==> config.mk <==
export PLATFORM = sky130hd
export DESIGN_NAME = supply_monitor_ctrl
export DESIGN_NICKNAME = d
export VERILOG_FILES = /design/src/hw/supply_monitor_ctrl.v /design/src/hw/sync_2ff.v
export VERILOG_INCLUDE_DIRS = /design/src /design/src/hw
export SDC_FILE = /design/constraint.sdc
export NUM_CORES = 1
export LEC_CHECK = 0
export BUFFER_PORTS_ARGS = -buffer_cell sky130_fd_sc_hd__buf_2
export CORE_UTILIZATION = 53
export CTS_BUF_LIST = sky130_fd_sc_hd__clkbuf_16
export DETAILED_ROUTE_END_ITERATION = 10
export PLACE_DENSITY = 0.87
export SLEW_MARGIN = 20
export SYNTH_ARGS = -nofsm -noshare
export SYNTH_HDL_FRONTEND = slang
export SYNTH_SLANG_ARGS = --single-unit
==> constraint.sdc <==
create_clock -name clock -period 5.6 [get_ports clock]
set_input_delay 0 -clock clock [delete_from_list [all_inputs] [get_ports clock]]
set_output_delay 0 -clock clock [all_outputs]
set_load 0.02 [all_outputs]
==> src/hw/supply_monitor_regs.vh <==
// Register map, field positions, reset values and timing of the supply monitor control
`ifndef SUPPLY_MONITOR_REGS_VH
`define SUPPLY_MONITOR_REGS_VH

// Bus geometry
`define ADDR_W            22
`define DATA_W            32

// Register indices; the byte address is four times the index
`define CTRL_INDEX        20'hFFFA9
`define LEVEL_INDEX       20'hFFFAA
`define OPTION_INDEX      20'h000C1

// Control/status register fields
`define CTRL_WREN_BIT     7
`define CTRL_MASK_BIT     1
`define CTRL_FLAG_BIT     0

// Level/mode register fields
`define LVL_MODE_BIT      7
`define LVL_SEL_BIT       0

// Option byte fields
`define OPT_MODE_LO_BIT   0
`define OPT_MODE_HI_BIT   1
`define OPT_FIXED_BIT     4
`define OPT_POC_HI_BIT    7

// Option mode codes {hi, lo}
`define MODE_IRQ_RST      2'h2
`define MODE_RST          2'h3
`define MODE_IRQ          2'h1

// Reset values
`define CTRL_RESET        8'h00
`define LVL_RESET_IRQ_RST 8'h00
`define LVL_RESET_RST     8'h81
`define LVL_RESET_IRQ     8'h01

// Timing: settling wait after an interrupt or a level change
`define SETTLE_TIME_US    400
`define CLK_PERIOD_NS     10
`define SETTLE_CYCLES_DEF 16'h9C40

// Bus responses
`define RESP_OKAY         2'h0
`define RESP_DECERR       2'h3

`endif

==> src/hw/supply_monitor_ctrl.v <==
// Supply voltage monitor control: option decode, reset/interrupt sequencing, AXI4-Lite registers
//
// Notes on behaviour
// RULE1: Non-monitor reset returns control register to 00H.
// RULE2: Monitor reset keeps control; others clear write enable.
// RULE3: Flag and mask status bits are read-only.
// RULE4: Level register writable only while write enable set.
// RULE5: Mask status set while masked in interrupt-reset mode.
// RULE6: Flag high when supply below selected threshold.
// RULE7: Software touches enable/mask only in interrupt-reset mode.
// RULE8: Mode bit: 0 interrupt, 1 reset operation.
// RULE9: Level select: 0 upper, 1 lower/single threshold.
// RULE10: Monitor reset preserves level/mode register.
// RULE11: Other resets load level register from option mode.
// RULE12: Software writes zero to level bits only there.
// RULE13: Interrupt-reset mode updates level bits on events.
// RULE14: Option byte layout; bit 4 must be one.
// RULE15: Decode option mode; off when level MSB and bit0.
// RULE16: Only listed threshold code combinations are allowed.
// RULE17: Boot swap needs identical option byte copies.
// RULE18: Reset mode holds reset until supply above threshold.
// RULE19: Reset mode asserts reset when supply drops below.
// RULE20: Both registers support bit and byte read-modify-write.
// RULE21: Upper threshold interrupts and releases; lower resets.
// RULE22: Interrupt mode: single threshold releases, then interrupts.
// RULE23: After interrupt, level select and mode bit set.
// RULE24: Every monitor reset flags the reset cause. The code does not set it for the hold that follows a load from the option byte.
// RULE25: Comparator outputs pass a two-stage synchroniser.
// RULE26: Unused register bits read zero, ignore writes.
//
// The AXI4-Lite register port is this design's own decision.
`timescale 1ns/1ps
`default_nettype none
`include "supply_monitor_regs.vh"

module supply_monitor_ctrl #(
  parameter [15:0] SETTLE_CYCLES = `SETTLE_CYCLES_DEF // Settling wait in clock cycles
) (
  input  wire               clock,          // System clock, 100 MHz
  input  wire               rst_n,          // Power-on reset, async, active low
  input  wire               otherResetReq,  // Non-monitor chip reset active, level
  input  wire [7:0]         optionByte,     // Option byte from nonvolatile store
  input  wire               upperBelowRaw,  // Async: supply below upper threshold
  input  wire               lowerBelowRaw,  // Async: supply below lower/single threshold
  output reg                monitorResetReq, // Internal reset request, level
  output reg                monitorIrq,      // Monitor interrupt request, pulse
  output reg                resetCauseSet,   // Sets reset cause flag bit 0, pulse
  output wire               optionFault,     // Option byte fixed bit not one
  input  wire [`ADDR_W-1:0] awaddr,          // Write address
  input  wire               awvalid,         // Write address valid
  output wire               awready,         // Write address ready
  input  wire [`DATA_W-1:0] wdata,           // Write data
  input  wire [3:0]         wstrb,           // Write byte strobes
  input  wire               wvalid,          // Write data valid
  output wire               wready,          // Write data ready
  output reg  [1:0]         bresp,           // Write response
  output reg                bvalid,          // Write response valid
  input  wire               bready,          // Write response ready
  input  wire [`ADDR_W-1:0] araddr,          // Read address
  input  wire               arvalid,         // Read address valid
  output wire               arready,         // Read address ready
  output reg  [`DATA_W-1:0] rdata,           // Read data
  output reg  [1:0]         rresp,           // Read response
  output reg                rvalid,          // Read data valid
  input  wire               rready           // Read data ready
);

  // Sequencer states, one-hot
  localparam [3:0] ST_LOAD = 4'h1; // Load reset values from option byte
  localparam [3:0] ST_HOLD = 4'h2; // Monitor reset held
  localparam [3:0] ST_RUN  = 4'h4; // Normal monitoring
  localparam [3:0] ST_OFF  = 4'h8; // Monitor disabled

  // Byte addresses of the registers
  localparam [`ADDR_W-1:0] ADDR_CTRL   = {`CTRL_INDEX, 2'h0};
  localparam [`ADDR_W-1:0] ADDR_LEVEL  = {`LEVEL_INDEX, 2'h0};
  localparam [`ADDR_W-1:0] ADDR_OPTION = {`OPTION_INDEX, 2'h0};
  localparam [7:0] CTRL_INIT       = `CTRL_RESET;        // Control value after other resets
  localparam [7:0] LVL_INIT_RST    = `LVL_RESET_RST;     // Level value, reset mode
  localparam [7:0] LVL_INIT_IRQ    = `LVL_RESET_IRQ;     // Level value, interrupt mode
  localparam [7:0] LVL_INIT_IRQRST = `LVL_RESET_IRQ_RST; // Level value, interrupt-reset mode

  // Synchronised comparators
  wire [1:0] belowSync;  // {upper, lower} below indications
  wire       upperBelow; // Supply below upper threshold
  wire       lowerBelow; // Supply below lower/single threshold

  // Sequencer and register state
  reg [3:0]  state_reg;        // Sequencer state
  reg [3:0]  state_next;
  reg        writeEnable_reg;  // Level write enable bit
  reg        writeEnable_next;
  reg        modeBit_reg;      // Mode bit of level register
  reg        modeBit_next;
  reg        levelSel_reg;     // Level select bit
  reg        levelSel_next;
  reg [15:0] settleCnt_reg;    // Settling wait counter
  reg [15:0] settleCnt_next;
  reg        prevBelow_reg;    // Previous single-threshold level
  reg        prevBelow_next;
  reg        irqNext;          // Interrupt pulse next value
  reg        causeNext;        // Reset cause pulse next value

  // Bus write channel state
  reg               awHeld_reg;  // Write address captured
  reg [`ADDR_W-1:0] awAddr_reg;  // Captured write address
  reg               wHeld_reg;   // Write data captured
  reg [7:0]         wByte_reg;   // Captured low data byte
  reg               wStrb0_reg;  // Captured low byte strobe

  // Option decode
  wire [1:0] optMode;    // Option mode field
  wire       monitorOff; // Monitor disabled by option
  wire       modeIrqRst; // Interrupt-and-reset mode
  wire       modeRst;    // Reset mode
  wire       modeIrq;    // Interrupt mode

  // Derived status
  wire       selBelow;   // Selected comparator below
  wire       belowFlag;  // Below-threshold flag
  wire       maskNow;    // Output mask status
  wire       doWrite;    // Register write this cycle
  wire       hitCtrlW;   // Write to control register
  wire       hitLevelW;  // Write to level register
  wire       levelWrOk;  // Level write accepted
  wire       arHit;      // Read address mapped
  wire       awHit;      // Write address mapped

  // Comparators are asynchronous to the clock  [RULE25]
  sync_2ff #(
    .WIDTH     (2),
    .RESET_VAL (2'h3)
  ) uSync (
    .clock   (clock),
    .rst_n   (rst_n),
    .asyncIn ({upperBelowRaw, lowerBelowRaw}),
    .syncOut (belowSync)
  );
  assign upperBelow = belowSync[1];
  assign lowerBelow = belowSync[0];

  // Option mode decode  [RULE15]
  assign optMode    = {optionByte[`OPT_MODE_HI_BIT], optionByte[`OPT_MODE_LO_BIT]};
  assign monitorOff = optionByte[`OPT_POC_HI_BIT] & optionByte[`OPT_MODE_LO_BIT];
  assign modeIrqRst = ~monitorOff & (optMode == `MODE_IRQ_RST);
  assign modeRst    = ~monitorOff & (optMode == `MODE_RST);
  assign modeIrq    = ~monitorOff & (optMode == `MODE_IRQ);
  assign optionFault = ~optionByte[`OPT_FIXED_BIT]; // [RULE14]

  // Level select picks the comparator  [RULE9]
  assign selBelow  = levelSel_reg ? lowerBelow : upperBelow;
  // Flag reads zero when the monitor is off  [RULE6]
  assign belowFlag = (state_reg != ST_OFF) & (state_reg != ST_LOAD) & selBelow;
  // Masked while enabled or settling, only in interrupt-reset mode  [RULE5]
  assign maskNow   = modeIrqRst & (writeEnable_reg | (settleCnt_reg != 16'h0000));

  // Write decode
  assign doWrite   = awHeld_reg & wHeld_reg & ~bvalid;
  assign hitCtrlW  = doWrite & wStrb0_reg & (awAddr_reg == ADDR_CTRL);
  assign hitLevelW = doWrite & wStrb0_reg & (awAddr_reg == ADDR_LEVEL);
  assign levelWrOk = hitLevelW & writeEnable_reg; // [RULE4]
  assign awHit     = (awAddr_reg == ADDR_CTRL) | (awAddr_reg == ADDR_LEVEL) |
                     (awAddr_reg == ADDR_OPTION);
  assign arHit     = (araddr == ADDR_CTRL) | (araddr == ADDR_LEVEL) | (araddr == ADDR_OPTION);

  // Handshake readies
  assign awready = ~awHeld_reg & ~bvalid;
  assign wready  = ~wHeld_reg & ~bvalid;
  assign arready = ~rvalid;

  // Sequencer and register next values
  always @* begin
    state_next       = state_reg;
    writeEnable_next = writeEnable_reg;
    modeBit_next     = modeBit_reg;
    levelSel_next    = levelSel_reg;
    prevBelow_next   = prevBelow_reg;
    irqNext          = 1'b0;
    causeNext        = 1'b0;
    settleCnt_next   = (settleCnt_reg != 16'h0000) ? settleCnt_reg - 16'h0001 : 16'h0000;
    // Software writes; flag and mask bits are never stored  [RULE3] [RULE26]
    if (hitCtrlW) begin
      writeEnable_next = wByte_reg[`CTRL_WREN_BIT]; // [RULE20]
    end
    if (levelWrOk) begin
      modeBit_next  = wByte_reg[`LVL_MODE_BIT]; // [RULE8]
      levelSel_next = wByte_reg[`LVL_SEL_BIT];  // [RULE20]
      if (wByte_reg[`LVL_SEL_BIT] != levelSel_reg) begin
        settleCnt_next = SETTLE_CYCLES; // [RULE5]
      end
    end
    case (state_reg)
      ST_LOAD: begin
        // Reset values by option mode  [RULE1] [RULE2] [RULE11]
        writeEnable_next = CTRL_INIT[`CTRL_WREN_BIT];
        settleCnt_next   = 16'h0000;
        if (optMode == `MODE_RST) begin
          modeBit_next  = LVL_INIT_RST[`LVL_MODE_BIT];
          levelSel_next = LVL_INIT_RST[`LVL_SEL_BIT];
        end else if (optMode == `MODE_IRQ) begin
          modeBit_next  = LVL_INIT_IRQ[`LVL_MODE_BIT];
          levelSel_next = LVL_INIT_IRQ[`LVL_SEL_BIT];
        end else begin
          modeBit_next  = LVL_INIT_IRQRST[`LVL_MODE_BIT];
          levelSel_next = LVL_INIT_IRQRST[`LVL_SEL_BIT];
        end
        state_next = monitorOff ? ST_OFF : ST_HOLD;
      end
      ST_HOLD: begin
        // Release once above the release threshold  [RULE18] [RULE21] [RULE22]
        if (modeIrqRst ? ~upperBelow : ~lowerBelow) begin
          state_next     = ST_RUN;
          prevBelow_next = 1'b0;
        end
      end
      ST_RUN: begin
        prevBelow_next = lowerBelow;
        if (modeRst) begin
          // Falling supply below single threshold resets  [RULE19]
          if (lowerBelow) begin
            state_next = ST_HOLD;
            causeNext  = 1'b1; // [RULE24]
          end
        end else if (modeIrq) begin
          // Interrupt on a crossing in either direction  [RULE22]
          irqNext = (lowerBelow != prevBelow_reg);
        end else if (~maskNow & selBelow) begin
          if (modeBit_reg) begin
            // Reset operation; hardware updates level bits  [RULE13] [RULE21]
            state_next    = ST_HOLD;
            causeNext     = 1'b1; // [RULE24]
            modeBit_next  = 1'b1;
            levelSel_next = 1'b0;
          end else begin
            // Interrupt operation, then switch to reset on lower level  [RULE23]
            irqNext        = 1'b1;
            modeBit_next   = 1'b1;
            levelSel_next  = 1'b1;
            settleCnt_next = SETTLE_CYCLES; // [RULE5]
          end
        end
      end
      ST_OFF: begin
        state_next = ST_OFF;
      end
      default: begin
        state_next = ST_LOAD;
      end
    endcase
    // Non-monitor resets reload everything  [RULE1]
    if (otherResetReq) begin
      state_next = ST_LOAD;
    end
  end

  // Sequencer registers; a monitor reset leaves them untouched  [RULE10]
  always @(posedge clock or negedge rst_n) begin
    if (!rst_n) begin
      state_reg       <= ST_LOAD;
      writeEnable_reg <= 1'b0;
      modeBit_reg     <= 1'b0;
      levelSel_reg    <= 1'b0;
      settleCnt_reg   <= 16'h0000;
      prevBelow_reg   <= 1'b0;
      monitorResetReq <= 1'b0;
      monitorIrq      <= 1'b0;
      resetCauseSet   <= 1'b0;
    end else begin
      state_reg       <= state_next;
      writeEnable_reg <= writeEnable_next;
      modeBit_reg     <= modeBit_next;
      levelSel_reg    <= levelSel_next;
      settleCnt_reg   <= settleCnt_next;
      prevBelow_reg   <= prevBelow_next;
      monitorResetReq <= (state_next == ST_HOLD); // [RULE18]
      monitorIrq      <= irqNext & ~otherResetReq;
      resetCauseSet   <= causeNext & ~otherResetReq;
    end
  end

  // Write channel: address and data captured in either order
  always @(posedge clock or negedge rst_n) begin
    if (!rst_n) begin
      awHeld_reg <= 1'b0;
      awAddr_reg <= {`ADDR_W{1'b0}};
      wHeld_reg  <= 1'b0;
      wByte_reg  <= 8'h00;
      wStrb0_reg <= 1'b0;
      bvalid     <= 1'b0;
      bresp      <= `RESP_OKAY;
    end else begin
      if (awvalid & awready) begin
        awHeld_reg <= 1'b1;
        awAddr_reg <= awaddr;
      end
      if (wvalid & wready) begin
        wHeld_reg  <= 1'b1;
        wByte_reg  <= wdata[7:0];
        wStrb0_reg <= wstrb[0];
      end
      if (doWrite) begin
        // Response one cycle after both parts are held
        awHeld_reg <= 1'b0;
        wHeld_reg  <= 1'b0;
        bvalid     <= 1'b1;
        bresp      <= awHit ? `RESP_OKAY : `RESP_DECERR;
      end else if (bvalid & bready) begin
        bvalid <= 1'b0;
      end
    end
  end

  // Read channel: data registered on address acceptance
  always @(posedge clock or negedge rst_n) begin
    if (!rst_n) begin
      rvalid <= 1'b0;
      rdata  <= {`DATA_W{1'b0}};
      rresp  <= `RESP_OKAY;
    end else begin
      if (arvalid & arready) begin
        rvalid <= 1'b1;
        rresp  <= arHit ? `RESP_OKAY : `RESP_DECERR;
        if (araddr == ADDR_CTRL) begin
          // Unused bits read zero  [RULE26] [RULE3]
          rdata <= {24'h000000, writeEnable_reg, 5'h00, maskNow, belowFlag};
        end else if (araddr == ADDR_LEVEL) begin
          rdata <= {24'h000000, modeBit_reg, 6'h00, levelSel_reg}; // [RULE26]
        end else if (araddr == ADDR_OPTION) begin
          rdata <= {24'h000000, optionByte};
        end else begin
          rdata <= {`DATA_W{1'b0}};
        end
      end else if (rvalid & rready) begin
        rvalid <= 1'b0;
      end
    end
  end

endmodule

`default_nettype wire

==> src/hw/sync_2ff.v <==
// Two-stage synchroniser for a group of asynchronous level inputs
`timescale 1ns/1ps
`default_nettype none

module sync_2ff #(
  parameter             WIDTH     = 2,        // Number of bits
  parameter [WIDTH-1:0] RESET_VAL = {WIDTH{1'b1}} // Safe value after reset
) (
  input  wire             clock,   // System clock
  input  wire             rst_n,   // Asynchronous reset, active low
  input  wire [WIDTH-1:0] asyncIn, // Raw asynchronous levels
  output wire [WIDTH-1:0] syncOut  // Synchronised levels
);

  genvar i;

  // One pair of flip-flops per bit; stage one feeds only stage two
  generate
    for (i = 0; i < WIDTH; i = i + 1) begin : gSync
      reg stage1_reg; // First stage, metastability catcher
      reg stage2_reg; // Second stage, safe to use
      always @(posedge clock or negedge rst_n) begin
        if (!rst_n) begin
          stage1_reg <= RESET_VAL[i];
          stage2_reg <= RESET_VAL[i];
        end else begin
          stage1_reg <= asyncIn[i];
          stage2_reg <= stage1_reg;
        end
      end
      assign syncOut[i] = stage2_reg;
    end
  endgenerate

endmodule

`default_nettype wire

==> run metrics, run 1 <==
Area Growth Syn to Fin=30.3%; HP Class=primary input to register; Syn Area/Cell=10.5 sq um; Final period util=0.390; H-tree depth=3; Tmin final=2.19 ns; Die Area=7220 sq um; Worst Path Arrival=2.42 ns; Worst Tran Pin Value=0.933 ns; leak pwr=2.19 nW; TritonCTS clock tree=yes; worst relative slew slack=0.378; drt first pass iters=9; Setup crit start kind=register; Num Clock Sinks=70; delay-heaviest family, CP=compound AO/OA/AOI/OAI gates; row count=29; Die Y=85.0 um; gr usage total=0.252; pin count of the biggest net entering global routing=71; pre-CTS WS=3.53 ns; CP peak stage delay=0.45 ns; register area share after synthesis=0.482; Top FF cell, synth=dfrtp_1; Hold Crit Depth=3; initial antenna violation count=0; core area=6490 sq um; Hold Slack=0.0211 ns; Detailed Route Iter0 Violations=155; CP max-delay cell=a211oi_1; IO buf count=85; CP Cell Sequence=inv_1 -> ha_1 -> nor4b_1 -> nand4_1 -> a211oi_1 -> a21oi_1 -> o22ai_1; failing checks=design-rule violations; fraction of layout cells with a size suffix above 1=0.311; Final Util=0.732; async set-or-reset flop fraction in the synthesized netlist=1.00; maximum vdd drop=0.360 mV; max FFs per register=22; Syn Inst Count=347; clk root buf=clkbuf_16; Synth Register Bits=70; outcome=finished with violations; Crit path depth=7; final setup vio count=0; Max-Cap Viols=0; CP max FO=5; Post-synth EDFFs=0; # diodes=0; drt drc=13; Fin. Hold Viols=0; global-route wire length before repair=14.0 mm; Post-DP HPWL=5.58 mm; setup TNS=0 ns; Longest Clk Path Bufs=2; CP Class=register to register; Worst-path clk slew=0.06 ns; WP buf/inv=1; clk_skew=0.00489 ns; Fmax=0.457 GHz; cell area after synthesis=3650 sq um; Chip Width=85.0 um; power density cells=482 nW/um^2; Final Max Tran Viols=0; fin nets=570; ANT nets after route=0; Final GP Congestion=0.790; Congestion Overflow GR=0; total wire length=8.59 mm; initial core utilization=0.562; number of buffers created by CTS=9; Unique masters post-synth=57; I/O Pins=143; Worst Path Required=5.83 ns; CP endpoint kind=register; number of cells on the worst reg-to-reg path=7; Ys Warns=0; RSZ-0062 raised after global routing=false; final setup slack of the worst path=3.41 ns; clk_lat worst skew=0.33 ns; Vias=3,072; drt via density=5.56; vias in the first global route=3,041; Pwr Total=0.00229 W; WL per Instance=15.5 um
-- through the flow --
stage / area, sq um / std cells
final: 4750 / 553
after global routing: 4750 / 553
after CTS: 4750 / 553
after detailed placement: 4040 / 499
after global placement: 4040 / 499
after floorplan: 3730 / 370
-- synth_stat cells (3+ instances only) --
cell type,instances,area share
a21oi_1,10,0.014
a31oi_1,3,0.0051
and2_1,3,0.0051
buf_4,27,0.056
clkbuf_1,5,0.0051
dfrtp_1,65,0.45
dfstp_2,5,0.036
inv_1,8,0.0082
mux2_2,25,0.077
mux2i_1,3,0.0082
nand2_1,32,0.033
nand2b_1,7,0.012
nand3_1,10,0.014
nand4_1,5,0.0086
nand4b_1,6,0.014
nor2_1,23,0.024
nor2b_1,5,0.0086
nor3_1,12,0.016
nor4_1,8,0.014
nor4b_1,3,0.0072
o21ai_0,9,0.012
o22ai_1,5,0.0086
or3_1,5,0.0086
or4_1,3,0.0062
xnor2_1,10,0.024
xor2_1,7,0.017
-- kinds of logic after synthesis --
family / share of synthesized area
xor+xnor: 0.0408
flops: 0.482
fa+ha+maj: 0.00343
buf+inv: 0.0727
compound gates: 0.0840
other cells: 0.00103
mux: 0.0854
simple gates: 0.231
-- worst paths after layout --
kind / slack, ns / start / to
min: 0.02 / optionByte[7] / state_reg[3]
min reg2reg: 0.35 / uSync.gSync[0].stage1_reg / uSync.gSync[0].stage2_reg
max reg2reg: 3.41 / settleCnt_reg[0] / settleCnt_reg[6]
min in group asynchronous: 0.40 / rst_n / settleCnt_reg[7]
max in group asynchronous: 4.63 / rst_n / rvalid
max: 3.41 / settleCnt_reg[0] / settleCnt_reg[6]
-- what timing repair did --
| action | in CTS | in global routing |
|---|---|---|
| gates resized for setup | 0 | 0 |
| buffers inserted | 0 | 0 |
| hold buffers | 38 | 0 |
| endpoints found under the hold margin | 103 | 0 |
-- where the power goes --
part	internal (W)	leakage (nW)	switching, W
logic	0.000375	1.15	0.000409
registers	0.000686	0.872	0.000179
clock network	0.000432	0.167	0.000208
-- worst reg2reg max path, stage by stage, from the launching register on --
cell	delay (ns)
dfrtp_1	0.41
inv_1	0.07
ha_1	0.23
nor4b_1	0.29
nand4_1	0.21
a211oi_1	0.45
a21oi_1	0.20
o22ai_1	0.24
-- layout by cell type (no fill, tap or decap), types with 3 or more instances in the layout --
cell type / count
buf_2: 85
dfrtp_1: 65
dlygate4sd3_1: 38
nand2_1: 32
mux2_2: 25
conb_1: 24
nor2_1: 23
nor3_1: 12
nand3_1: 10
a21oi_1: 10
xnor2_1: 10
o21ai_0: 9
clkbuf_16: 9
inv_1: 8
nor4_1: 8
nand2b_1: 7
xor2_1: 7
nand4b_1: 6
nand4_1: 5
nor2b_1: 5
or3_1: 5
o22ai_1: 5
dfstp_2: 5
mux2i_1: 3
nor4b_1: 3
and2_1: 3
or4_1: 3
a31oi_1: 3
bufinv_16: 3
-- cell type report --
class,count,area [sq um]
well taps,77,96.3
repair buffers,125,821
clock buffers,9,225
flip-flops and latches,70,1760
multi-input cells,257,1710
fillers,441,1740
inverters,8,30.0
clock inverters,7,113
-- metal layers --
layer	vias up	part of all wire	global-route usage
met5	-	0	0
li1	1449	-	-
met2	118	0.55	0.477
met1	1491	0.39	0.267
met3	14	0.051	0.0671
met4	0	0.012	0.0924
No activity file was read; power rests on OpenSTA's default activity.
==> run 2, diff against run 1 <==
--- a/config.mk
+++ b/config.mk
@@ -7,10 +7,10 @@
 export NUM_CORES = 1
 export LEC_CHECK = 0
 export BUFFER_PORTS_ARGS = -buffer_cell sky130_fd_sc_hd__buf_2
-export CORE_UTILIZATION = 53
+export CORE_UTILIZATION = 49
 export CTS_BUF_LIST = sky130_fd_sc_hd__clkbuf_16
 export DETAILED_ROUTE_END_ITERATION = 10
-export PLACE_DENSITY = 0.87
+export PLACE_DENSITY = 0.81
 export SLEW_MARGIN = 20
 export SYNTH_ARGS = -nofsm -noshare
 export SYNTH_HDL_FRONTEND = slang
==> constraint.sdc (replaced) <==
create_clock -name clock -period 2.05 [get_ports clock]
set_input_delay 0 -clock clock [delete_from_list [all_inputs] [get_ports clock]]
set_output_delay 0 -clock clock [all_outputs]
set_load 0.02 [all_outputs]
==> run 2 against run 1 <==
Against the previous run: the flow now finishes without violations; combinational power grew to 2.9 times the previous value; flip-flop and latch count stayed put; register-to-register slack worse by 3.3 ns; hold slack worse by 0.00055 ns; sequential share of layout area shrank 1.1 points; utilization down 5.3 points; clock power rose to 2.8 times the previous value; final cell count rose by 5.8%; design area is 3.0% higher; fmax grew 12%; clock skew increased by 0.0035 ns; largest power group unchanged.
==> run metrics, run 2 (synthesized netlist as in run 1, its figures left out) <==
H-tree depth=3 (unchanged); clk_lat worst skew=0.33 ns (about the same); Detailed Route Iter0 Violations=98 (-37%); vias in the first global route=3,142 (+3.3%); Final Max Tran Viols=0 (unchanged); Die Y=88.3 um (+3.9%); Final period util=0.952 (+0.562); HP Class=primary input to register; gr usage total=0.234 (-0.0180); Chip Width=88.3 um (+3.9%); Vias=3,086 (+0.46%); CP Class=register to register; Die Area=7800 sq um (+8.0%); routed length on met1=3.30 mm (-2.0%); WL met2=4.47 mm (-4.6%); Worst Tran Pin Value=0.536 ns (-0.396 ns); WP buf/inv=0 (-1); most common library cell in the layout ignoring fill and taps=buf_2; most frequent cells in the layout=buf_2, dfrtp_1, dlygate4sd3_1; Post-DP HPWL=5.62 mm (+0.72%); met3 wire length=450 um (+3.2%); CP max FO=5 (unchanged); Final GP Congestion=0.773 (-2.1%); RSZ-0062 raised after global routing=false; drt drc=0 (-13); Setup crit start kind=register; I/O Pins=143 (unchanged); pin count of the biggest net entering global routing=71 (unchanged); Fin. Hold Viols=0 (unchanged); total wire length=8.32 mm (-3.1%); IO buf count=85 (unchanged); Worst-path clk slew=0.06 ns (about the same); drt first pass iters=4 (-5); worst relative slew slack=0.640 (+0.261); CP Cell Sequence=nor4_1 -> nand4_1 -> and2_4 -> o311ai_0 -> a21oi_1; number of buffers created by CTS=9 (unchanged); fin nets=580 (+1.8%); CP endpoint kind=register; max FFs per register=22 (unchanged); initial core utilization=0.506 (-0.0560); initial antenna violation count=0 (unchanged); Worst Path Required=2.25 ns (-3.58 ns); final instance area=4900 sq um (+3.0%); WL per Instance=14.2 um (-8.4%); Longest Clk Path Bufs=2 (unchanged); leak pwr=2.25 nW (+2.8%); core area=7210 sq um (+11%); global-route wire length before repair=13.7 mm (-2.4%); Final Non-Filler Cells=585 (+5.8%); Num Clock Sinks=70 (unchanged); Congestion Overflow GR=0 (unchanged); TritonCTS clock tree=yes; Tmin final=1.95 ns (-0.234 ns); highest metal used=met4; Area Growth Syn to Fin=34.3%; CP peak stage delay=0.41 ns (-0.04 ns); Placed Instances=529 (+6.0%); # diodes=0 (unchanged); Pwr Total=0.00643 W (+180%); maximum vdd drop=0.811 mV (+130%); power density cells=1310 nW/um^2 (+170%); drt via density=5.28 (-5.0%); Max-Cap Viols=0 (unchanged); ANT nets after route=0 (unchanged); setup TNS=0 ns (unchanged); Worst Path Arrival=2.15 ns (-0.27 ns); row count=31 (+6.9%); outcome=finished clean; delay-heaviest family, CP=simple AND/OR/NAND/NOR gates; Fmax=0.512 GHz (+12%); clk root buf=clkbuf_16; placed inst area=4140 sq um (+2.5%); CP max-delay cell=nor4_1; clk_skew=0.00838 ns (+0.00349 ns); fraction of layout cells with a size suffix above 1=0.333 (+0.0224); Final Util=0.679 (-0.0531); final setup vio count=0 (unchanged)
[run 2: tightest hold or removal path: cells and delay by family]
kind | cells | cell delay (ns)
buf+inv | 1 | 0.13
simple gates | 1 | 0.09
compound gates | 1 | 0.09
[run 2: metal layers]
| layer | GRT usage | vias to the layer above |
|---|---|---|
| met5 | 0 | - |
| met4 | 0.0938 | 0 |
| met3 | 0.0737 | 11 |
| met2 | 0.433 | 99 |
| met1 | 0.246 | 1506 |
| li1 | - | 1470 |
[run 2: timing repair]
| action | CTS | global route |
|---|---|---|
| hold buffers | 38 | 0 |
| setup buffers | 0 | 2 |
| setup endpoints to repair | 12 | 4 |
| gates resized for setup | 2 | 1 |
| hold endpoints to repair | 108 | 0 |
[run 2: power by group]
| part | switching [W] | leakage, nW | internal, W |
|---|---|---|---|
| sequential | 0.000447 | 0.872 | 0.00188 |
| combinational | 0.00115 | 1.21 | 0.00115 |
| clock | 0.000607 | 0.173 | 0.00121 |
| total | 0.00220 | 2.25 | 0.00423 |
[run 2: layout make-up]
type                    instances  area, sq um
clock buffers                   9          225
inverters                       8         30.0
clock inverters                 7          128
repair buffers                135          908
multi-input cells             257         1730
flip-flops and latches         70         1760
well taps                      99          124
fillers                       558         2320
[run 2: final timing paths]
check | startpoint | to | slack [ns] | cells past startpoint
max | settleCnt_reg[13] | state_reg[2] | 0.1 | 5
min | optionByte[7] | state_reg[3] | 0.02 | 3
max reg2reg | settleCnt_reg[13] | state_reg[2] | 0.1 | 5
min reg2reg | uSync.gSync[0].stage1_reg | uSync.gSync[0].stage2_reg | 0.35 | 0
max in group asynchronous | rst_n | uSync.gSync[0].stage2_reg | 1.48 | 3
min in group asynchronous | rst_n | state_reg[3] | 0.22 | 3
[run 2: metrics by stage]
stage	hold WS, ns	worst slack, ns
after CTS	0.0143	0.0687
after floorplan	-0.296	0.187
after global placement	0.0461	0.127
after detailed placement	0.0542	0.0627
after global routing	0.0409	0.00723
final	0.0206	0.0979
